==> config.mk <==
export PLATFORM = sky130hd
export DESIGN_NAME = ipc_top
export DESIGN_NICKNAME = d
export VERILOG_FILES = /design/src/rtl/ipc_pkg.sv /design/src/rtl/ipc_top.sv
export SDC_FILE = /design/constraint.sdc
export NUM_CORES = 1
export LEC_CHECK = 0
export BUFFER_PORTS_ARGS = -buffer_cell sky130_fd_sc_hd__buf_2
export CORE_MARGIN = 5
export CORE_UTILIZATION = 54
export CTS_CLUSTER_DIAMETER = 30
export DETAILED_ROUTE_END_ITERATION = 12
export PLACE_DENSITY = 0.74
export SLEW_MARGIN = 15
export SYNTH_ARGS = -nofsm -noshare
export SYNTH_HDL_FRONTEND = slang
export SYNTH_SLANG_ARGS = --single-unit
==> constraint.sdc <==
create_clock -name i_clk_sys -period 4.5 [get_ports i_clk_sys]
set_input_delay 0.675 -clock i_clk_sys [delete_from_list [all_inputs] [get_ports i_clk_sys]]
set_output_delay 0.675 -clock i_clk_sys [all_outputs]
set_load 0.02 [all_outputs]
==> src/rtl/ipc_pkg.sv <==
// shared constants and types for the pump, cap and cartridge control
package ipc_pkg;

    // clock rate and vent timing
    localparam int IPC_CLK_MHZ = 100;
    localparam int IPC_VENT_US = 20;
    localparam int IPC_VENT_CYC_I = IPC_VENT_US * IPC_CLK_MHZ;
    localparam logic [10:0] IPC_VENT_CYC = 11'(IPC_VENT_CYC_I);

    // printed lines between an empty pack and the ink-end indication
    localparam logic [7:0] IPC_LINE_LIMIT = 8'hC8;

    // bit positions inside the sensor synchroniser pair
    localparam int IPC_SNS_ABSENT = 0;
    localparam int IPC_SNS_EMPTY = 1;

    // motor state machine
    typedef enum logic [1:0] {
        IPC_ST_STOP = 2'b00,
        IPC_ST_FWD = 2'b01,
        IPC_ST_REV = 2'b10,
        IPC_ST_VENT = 2'b11
    } ipc_state_t;

    // requests from the cpu side
    typedef struct packed {
        logic fwd_req;
        logic rev_req;
        logic vent_req;
    } ipc_cmd_t;

    // motor bridge drive
    typedef struct packed {
        logic forward_cmd;
        logic reverse_cmd;
    } ipc_motor_t;

    // status seen by software
    typedef struct packed {
        logic ink_empty;
        logic cart_absent;
        logic ink_end;
        logic pumping;
        logic brushing;
        logic cap_closed;
        logic suction;
    } ipc_stat_t;

    // whole state of the controller
    typedef struct packed {
        ipc_state_t state;
        logic [10:0] vent_cnt;
        logic [7:0] line_cnt;
        logic [1:0] sync1;
        logic [1:0] sync2;
        logic sucked;
        ipc_motor_t motor;
        logic valve;
        ipc_stat_t stat;
        logic event_p;
    } ipc_regs_t;

    localparam ipc_regs_t IPC_RST = '0;

endpackage : ipc_pkg

==> src/rtl/ipc_top.sv <==
`timescale 1ns/1ps
`default_nettype none

module ipc_top (
    input wire logic i_clk_sys,
    input wire logic i_rst_n,
    input wire ipc_pkg::ipc_cmd_t i_cmd,
    input wire logic i_line_pulse,
    input wire logic i_ink_empty_in,
    input wire logic i_cart_absent_in,
    output ipc_pkg::ipc_motor_t o_motor,
    output logic o_valve,
    output ipc_pkg::ipc_stat_t o_stat,
    output logic o_event
);
    import ipc_pkg::*;

    ipc_regs_t r_reg;
    ipc_regs_t r_next;

    // qualified requests: asking both ways at once counts as stop
    logic fwd_ok;
    logic rev_ok;
    logic empty_s;
    logic absent_s;

    assign fwd_ok = i_cmd.fwd_req & ~i_cmd.rev_req;
    assign rev_ok = i_cmd.rev_req & ~i_cmd.fwd_req;
    assign empty_s = r_reg.sync2[IPC_SNS_EMPTY];
    assign absent_s = r_reg.sync2[IPC_SNS_ABSENT];

    // next-state logic for the whole controller
    always_comb begin
        r_next = r_reg;
        r_next.event_p = 1'b0;

        // switch pins are asynchronous: two flops before any use
        r_next.sync1 = {i_ink_empty_in, i_cart_absent_in};
        r_next.sync2 = r_reg.sync1;

        // direction changes always pass through stop for one cycle,
        // so the bridge never sees both legs driven
        case (r_reg.state)
            IPC_ST_STOP: begin
                r_next.vent_cnt = '0;
                if (fwd_ok) begin
                    r_next.state = IPC_ST_FWD;
                end else if (rev_ok) begin
                    // reverse opens the cap: vent a held vacuum first
                    if (r_reg.sucked) begin
                        r_next.state = IPC_ST_VENT;
                    end else begin
                        r_next.state = IPC_ST_REV;
                    end
                end
            end
            IPC_ST_FWD: begin
                if (!fwd_ok) begin
                    r_next.state = IPC_ST_STOP;
                end
            end
            IPC_ST_REV: begin
                if (!rev_ok) begin
                    r_next.state = IPC_ST_STOP;
                end
            end
            IPC_ST_VENT: begin
                // vent runs to completion even if the request drops,
                // leaving the cap free to open later
                if (r_reg.vent_cnt == IPC_VENT_CYC - 11'h001) begin
                    r_next.state = IPC_ST_STOP;
                    r_next.vent_cnt = '0;
                end else begin
                    r_next.vent_cnt = r_reg.vent_cnt + 11'h001;
                end
            end
            default: begin
                r_next.state = IPC_ST_STOP;
            end
        endcase

        // full on or off drive, decoded from the state alone
        r_next.motor.forward_cmd = (r_next.state == IPC_ST_FWD);
        r_next.motor.reverse_cmd = (r_next.state == IPC_ST_REV);

        // solenoid opens the valve on request or while venting
        r_next.valve = i_cmd.vent_req | (r_next.state == IPC_ST_VENT);

        // cap position follows the direction actually run
        if (r_reg.motor.forward_cmd) begin
            r_next.stat.cap_closed = 1'b1;
        end else if (r_reg.motor.reverse_cmd) begin
            r_next.stat.cap_closed = 1'b0;
        end

        // activity flags of the pump unit
        r_next.stat.pumping = r_reg.motor.forward_cmd | r_reg.motor.reverse_cmd;
        r_next.stat.brushing = r_reg.motor.forward_cmd;
        r_next.stat.suction = (r_reg.motor.forward_cmd | r_reg.motor.reverse_cmd)
            & r_reg.stat.cap_closed & ~r_reg.valve;

        // a vacuum is left behind by suction until the valve opens
        if (r_reg.stat.suction) begin
            r_next.sucked = 1'b1;
        end else if (r_reg.valve) begin
            r_next.sucked = 1'b0;
        end

        // printed lines counted only on an installed, empty pack
        if (!empty_s || absent_s) begin
            r_next.line_cnt = '0;
        end else if (i_line_pulse && r_reg.line_cnt < IPC_LINE_LIMIT) begin
            r_next.line_cnt = r_reg.line_cnt + 8'h01;
        end

        // sensor decode; empty is only meaningful with a cartridge in
        r_next.stat.cart_absent = absent_s;
        r_next.stat.ink_empty = empty_s & ~absent_s;
        r_next.stat.ink_end = absent_s
            | (empty_s && r_next.line_cnt == IPC_LINE_LIMIT);

        // one-cycle event on any change of cart_absent, ink_empty or ink_end
        r_next.event_p = (r_next.stat.cart_absent != r_reg.stat.cart_absent)
            | (r_next.stat.ink_empty != r_reg.stat.ink_empty)
            | (r_next.stat.ink_end != r_reg.stat.ink_end);
    end

    // single state register, synchronous reset
    always_ff @(posedge i_clk_sys) begin
        if (!i_rst_n) begin
            r_reg <= IPC_RST;
        end else begin
            r_reg <= r_next;
        end
    end

    // every output comes straight from the state register
    assign o_motor = r_reg.motor;
    assign o_valve = r_reg.valve;
    assign o_stat = r_reg.stat;
    assign o_event = r_reg.event_p;
endmodule : ipc_top

`default_nettype wire

## After elaboration in Yosys (flattened, before gate mapping)

Cells that the tools add are included.

- Output and inout port bits: 11
- Word-level logic and storage cells: 68
- Register bits after elaboration: 37
- Input bits: 8

- Muxes and demuxes: 15
- Equal/unequal tests: 11
- Magnitude comparators: 1
- Bitwise gates (word level): 14
- Add/sub/neg operators: 2
- Reduce and logical (&&, ||, !) cells: 8

Operators by type and width:

| operator | number |
|---|---|
| $pmux W11 S2 | 1 |
| $mux W8 | 2 |
| $add A11 B1 Y11 const B | 1 |
| $eq A11 B11 Y1 const B | 1 |
| $mux W11 | 1 |
| $mux W2 | 5 |
| $add A8 B1 Y8 const B | 1 |
| $eq A2 B2 Y1 const B | 4 |
| $eq A8 B8 Y1 const B | 1 |
| $lt A8 B8 Y1 const B | 1 |
| $pmux W2 S4 | 1 |
| $reduce_bool A2 Y1 | 3 |
| $and A1 B1 Y1 | 5 |
| $mux W1 | 5 |
| $or A1 B1 Y1 | 5 |
| $eq A2 B1 Y1 const B | 2 |
| $not A1 Y1 | 4 |
| $ne A1 B1 Y1 | 3 |
| $logic_and A1 B1 Y1 | 2 |
| $logic_not A2 Y1 | 1 |
| $logic_not A1 Y1 | 1 |
| $logic_or A1 B1 Y1 | 1 |

## Longest topological paths before layout

- Depth after elaboration: 9
- Gate-level depth with buffers: 8
- Depth with buffers taken out: 8

## Worst setup path before layout

Ideal clock, no wire load.

- Path type: input port to flip-flop
- Start: input port i_line_pulse
- End: register r_reg, in the netlist o_event
- Buffers on the path: 0
- Required time: 4.397 ns
- Setup time: 0.103 ns
- Path slack: 2.532 ns
- Data arrival time: 1.865 ns
- Stages on the path: 6
- Cells stage by stage: nand2_2 or3b_1 o211ai_2 and3_4 a2111oi_2 a2111oi_2

- Word-level cells in the longest chain between the ends: 8

Ends and longest elaborated chain:

| item | RTL line | RTL |
|---|---|---|
| start: declaration | ipc_top.sv:8 | `input wire logic i_line_pulse,` |
| $logic_and A1 B1 Y1 | ipc_top.sv:112 | `end else if (i_line_pulse && r_reg.line_cnt < IPC_LINE_LIMIT) begin` |
| $mux W8 | ipc_top.sv:112 |  |
| $mux W8 | ipc_top.sv:110 | `if (!empty_s \|\| absent_s) begin` |
| $eq A8 B8 Y1 | ipc_top.sv:120 | `\| (empty_s && r_next.line_cnt == IPC_LINE_LIMIT);` |
| $logic_and A1 B1 Y1 | ipc_top.sv:120 |  |
| $or A1 B1 Y1 | ipc_top.sv:120 |  |
| $ne A1 B1 Y1 | ipc_top.sv:125 | `\| (r_next.stat.ink_end != r_reg.stat.ink_end);` |
| $or A1 B1 Y1 | ipc_top.sv:125 |  |
| end signal: assignment | ipc_top.sv:133 | `r_reg <= r_next;` |
| end: declaration | ipc_top.sv:18 | `ipc_regs_t r_reg;` |

No other way between the ends.
A chain may end at the register's enable or synchronous reset.

## Worst setup path after layout

- Start: register r_reg[16] in the netlist's numbering
- End: register r_reg, in the netlist o_event

- Word-level cells in the longest chain between the ends: 9
- Elaborated cells on any way between the ends: 10
- Classes of those cells: add/sub: 1; order compare: 1; eq/ne: 2; mux: 2; bitwise: 2; reduce/logical: 2

Ends and longest elaborated chain:

| item | RTL line |
|---|---|
| $lt A8 B8 Y1 | ipc_top.sv:112 |
| $logic_and A1 B1 Y1 | ipc_top.sv:112 |
| $mux W8 (*) | ipc_top.sv:112 |
| $mux W8 (*) | ipc_top.sv:110 |
| $eq A8 B8 Y1 (*) | ipc_top.sv:120 |
| $logic_and A1 B1 Y1 (*) | ipc_top.sv:120 |
| $or A1 B1 Y1 (*) | ipc_top.sv:120 |
| $ne A1 B1 Y1 (*) | ipc_top.sv:125 |
| $or A1 B1 Y1 (*) | ipc_top.sv:125 |

Every way passes the cells marked *; elsewhere a longest branch is shown, timed or not.

==> qor.yml <==
largest_reg_flops: 22
fin_tns_setup_ns: 0
drt_wl_total_mm: 3.181
antenna_found_initial: 0
ir_drop_v: 0.0002031
dp_hpwl_mm: 2.427
cts_resized: 0
reg2reg_slack_ns: 2.38
crit_type: "reg -> reg"
min_path_cells: 1
p_per_area_nw_per_um2: 322.6
htree_levels: 2
grt_usage_pct: 15.67
synth-seq-cells: 37
drtIter0Drc: 137
synth_ff_type: "dfxtp_1"
setup-violations-final: 0
avgRoutedWirePerCell_microns: 12.57
syn2layout_area_growth_pct: 7.432
worstPathRequired_ns: 4.73
syn_area_sq_um: 1734
critPathLaunch: "r_reg[16]$_SDFF_PN0_"
start_kind: "flop"
path_max_fanout: 6
synth-edff-count: 0
synth.distinct_cells: 44
rows: 20
use_met2_pct: 28.59
fin_crit_ns: 2.123
drt_drc_violations_left: 0
clk_pin_slew_ns: 0.11
ys_seq_area_share_pct: 42.71
design_area_sq_um: 1863
vias: 1334
synth_nets: 209
finalHoldViolCount: 0
hold_slack_ns: 0.4491
numPortBuffers: 18
async_flop_share_pct: 0
die_w_microns: 66.67
top_usage_layer: "met2"
cts_sinks: 37
rsz0062_at_grt: "no"
worstMarginPinSlew_ns: 0.3809
min_from: "r_next[12]$_SDFF_PN0_"
status: "finished, final reports clean"
nNetsFinal: 223
holdBufCountCts: 0
use_met1_pct: 15.72
numCtsBuffers: 5
grt_pass1_wl_mm: 5.361
gp_congestion: 0.8344
start_util_pct: 56.34
diodes: 0
hold_end: "absent_s$_SDFF_PN0_"
pre_cts_slack_ns: 2.198
clk_latency_ns: 0.33
design.core.area_sq_um: 3078
r2r_cells: 7
cap_violations: 0
min_period_over_period_pct: 47.18
clock-root-buffer: "clkbuf_4"
viasPerCell: 5.273
grt-ovfl-total: 0
cts_tree: "yes"
hp-class: "reg -> reg"
post_cts_buffers: 0
clockBufferDepth: 2
grtUsageMet3_pct: 5.902
grt_max_degree: 13
setup_ws_ns: 2.377
leakage_uw: 0.0007404
max_slew_margin_pct: 74.56
fmax_mhz: 471.0
dpl_cell_area_sq_um: 1804
r2r_start: "r_reg[16]$_SDFF_PN0_"
fin_skew_ns: 0.01284
syn_inst: 195
crit_path_end_kind: "flop"
drt_pass1_iterations: 4
grt_pass1_vias: 1318
fp.dieH_microns: 66.67
arrival_ns: 2.35
maxSlewViolCount: 0
antenna_left: 0
io_pins: 19
drive_gt1_share_pct: 16.75
postSynthAreaPerCell_sq_um: 8.893
ys_warn_count: 0
rr_endpoint: "o_event$_SDFF_PN0_"
dieArea_sq_um: 4445
final_util_pct: 60.53
-- metrics by stage --
stage,power [uW],cells
4_1_cts,611.1,253
3_5_place_dp,432.2,246
5_1_grt,632.8,253
6_report,601.1,253
3_3_place_gp,428.5,246
2_1_floorplan,416.8,195
-- metal layers --
| metal | part of all wire (%) | routed length [microns] |
|---|---|---|
| met1 | 44 | 1412 |
| met2 | 49 | 1574 |
| met3 | 4.5 | 142 |
| met4 | 1.6 | 52 |
| met5 | 0 | 0 |
-- how the worst max path moves through the flow --
stage / end / slack [ns] / depth (start not counted)
after floorplan: o_event$_SDFF_PN0_ / 2.53 / 6
after global placement: o_event$_SDFF_PN0_ / 2.32 / 7
after detailed placement: o_event$_SDFF_PN0_ / 2.20 / 7
after CTS: o_event$_SDFF_PN0_ / 2.38 / 7
after global routing: o_event$_SDFF_PN0_ / 2.26 / 7
final: o_event$_SDFF_PN0_ / 2.38 / 7
-- worst max-delay path, cell delays in order, from the launching register on --
cell	delay [ns]
dfxtp_1	0.46
ha_1	0.21
nand2_1	0.08
or3b_1	0.43
o211ai_2	0.19
and3_4	0.21
a2111oi_2	0.08
a2111oi_2	0.35
-- logic make-up (layout without fill, tap and decap cells) --
group           Yosys count  in the layout  share of synthesized area, %
simple gates             84             84                         25.97
flops                    37             37                         42.71
compound gates           31             31                         12.48
buf+inv                  22             36                         6.710
xor+xnor                 12             12                         6.061
fa+ha+maj                 6              6                         4.329
mux                       3              3                         1.732
-- placed cells by master, fill, tap and decap left out, types with 6 or more instances in the layout --
cell type and n:
buf_2 18, a21oi_1 7, ha_1 6, nor2_1 25, nor2b_1 6, inv_1 10
xnor2_1 7, nand2_1 12, o21ai_0 8, and2_1 9, dfxtp_1 37
-- cells in the mapped netlist (2+ instances only) --
| cell type | count | area [sq um] |
|---|---|---|
| a2111oi_2 | 2 | 30.03 |
| o21a_1 | 2 | 15.01 |
| ha_1 | 6 | 75.07 |
| xor2_1 | 5 | 43.79 |
| nor3_1 | 3 | 15.01 |
| o21ai_0 | 8 | 40.04 |
| o211ai_1 | 4 | 30.03 |
| nand2b_1 | 2 | 12.51 |
| and2_1 | 9 | 56.30 |
| nand2_2 | 2 | 12.51 |
| nor2_1 | 25 | 93.84 |
| nand2_1 | 12 | 45.04 |
| buf_4 | 9 | 67.56 |
| mux2i_1 | 3 | 30.03 |
| nor2b_1 | 6 | 37.54 |
| nand4_1 | 3 | 18.77 |
| inv_1 | 10 | 37.54 |
| clkbuf_1 | 2 | 7.510 |
| nand3_1 | 5 | 25.02 |
| a21oi_1 | 7 | 35.03 |
| dfxtp_1 | 37 | 740.7 |
| xnor2_1 | 7 | 61.31 |
| and3_1 | 5 | 31.28 |
-- area by class of cell --
type	instances	area (sq um)
Clock buffer	6	51.30
Clock inverter	1	7.507
Fill cell	275	1215
Inverter	11	41.29
Multi-Input combinational cell	136	877.1
Sequential cell	37	740.7
Tap cell	44	55.05
Timing Repair Buffer	18	90.09
-- power by group --
group / leakage [uW] / switching [uW] / internal, uW
clock network: 0.0000303 / 104 / 73.2
logic: 0.000409 / 44.6 / 30.2
registers: 0.000301 / 8.73 / 340
Power figures use the tool's default switching activity.
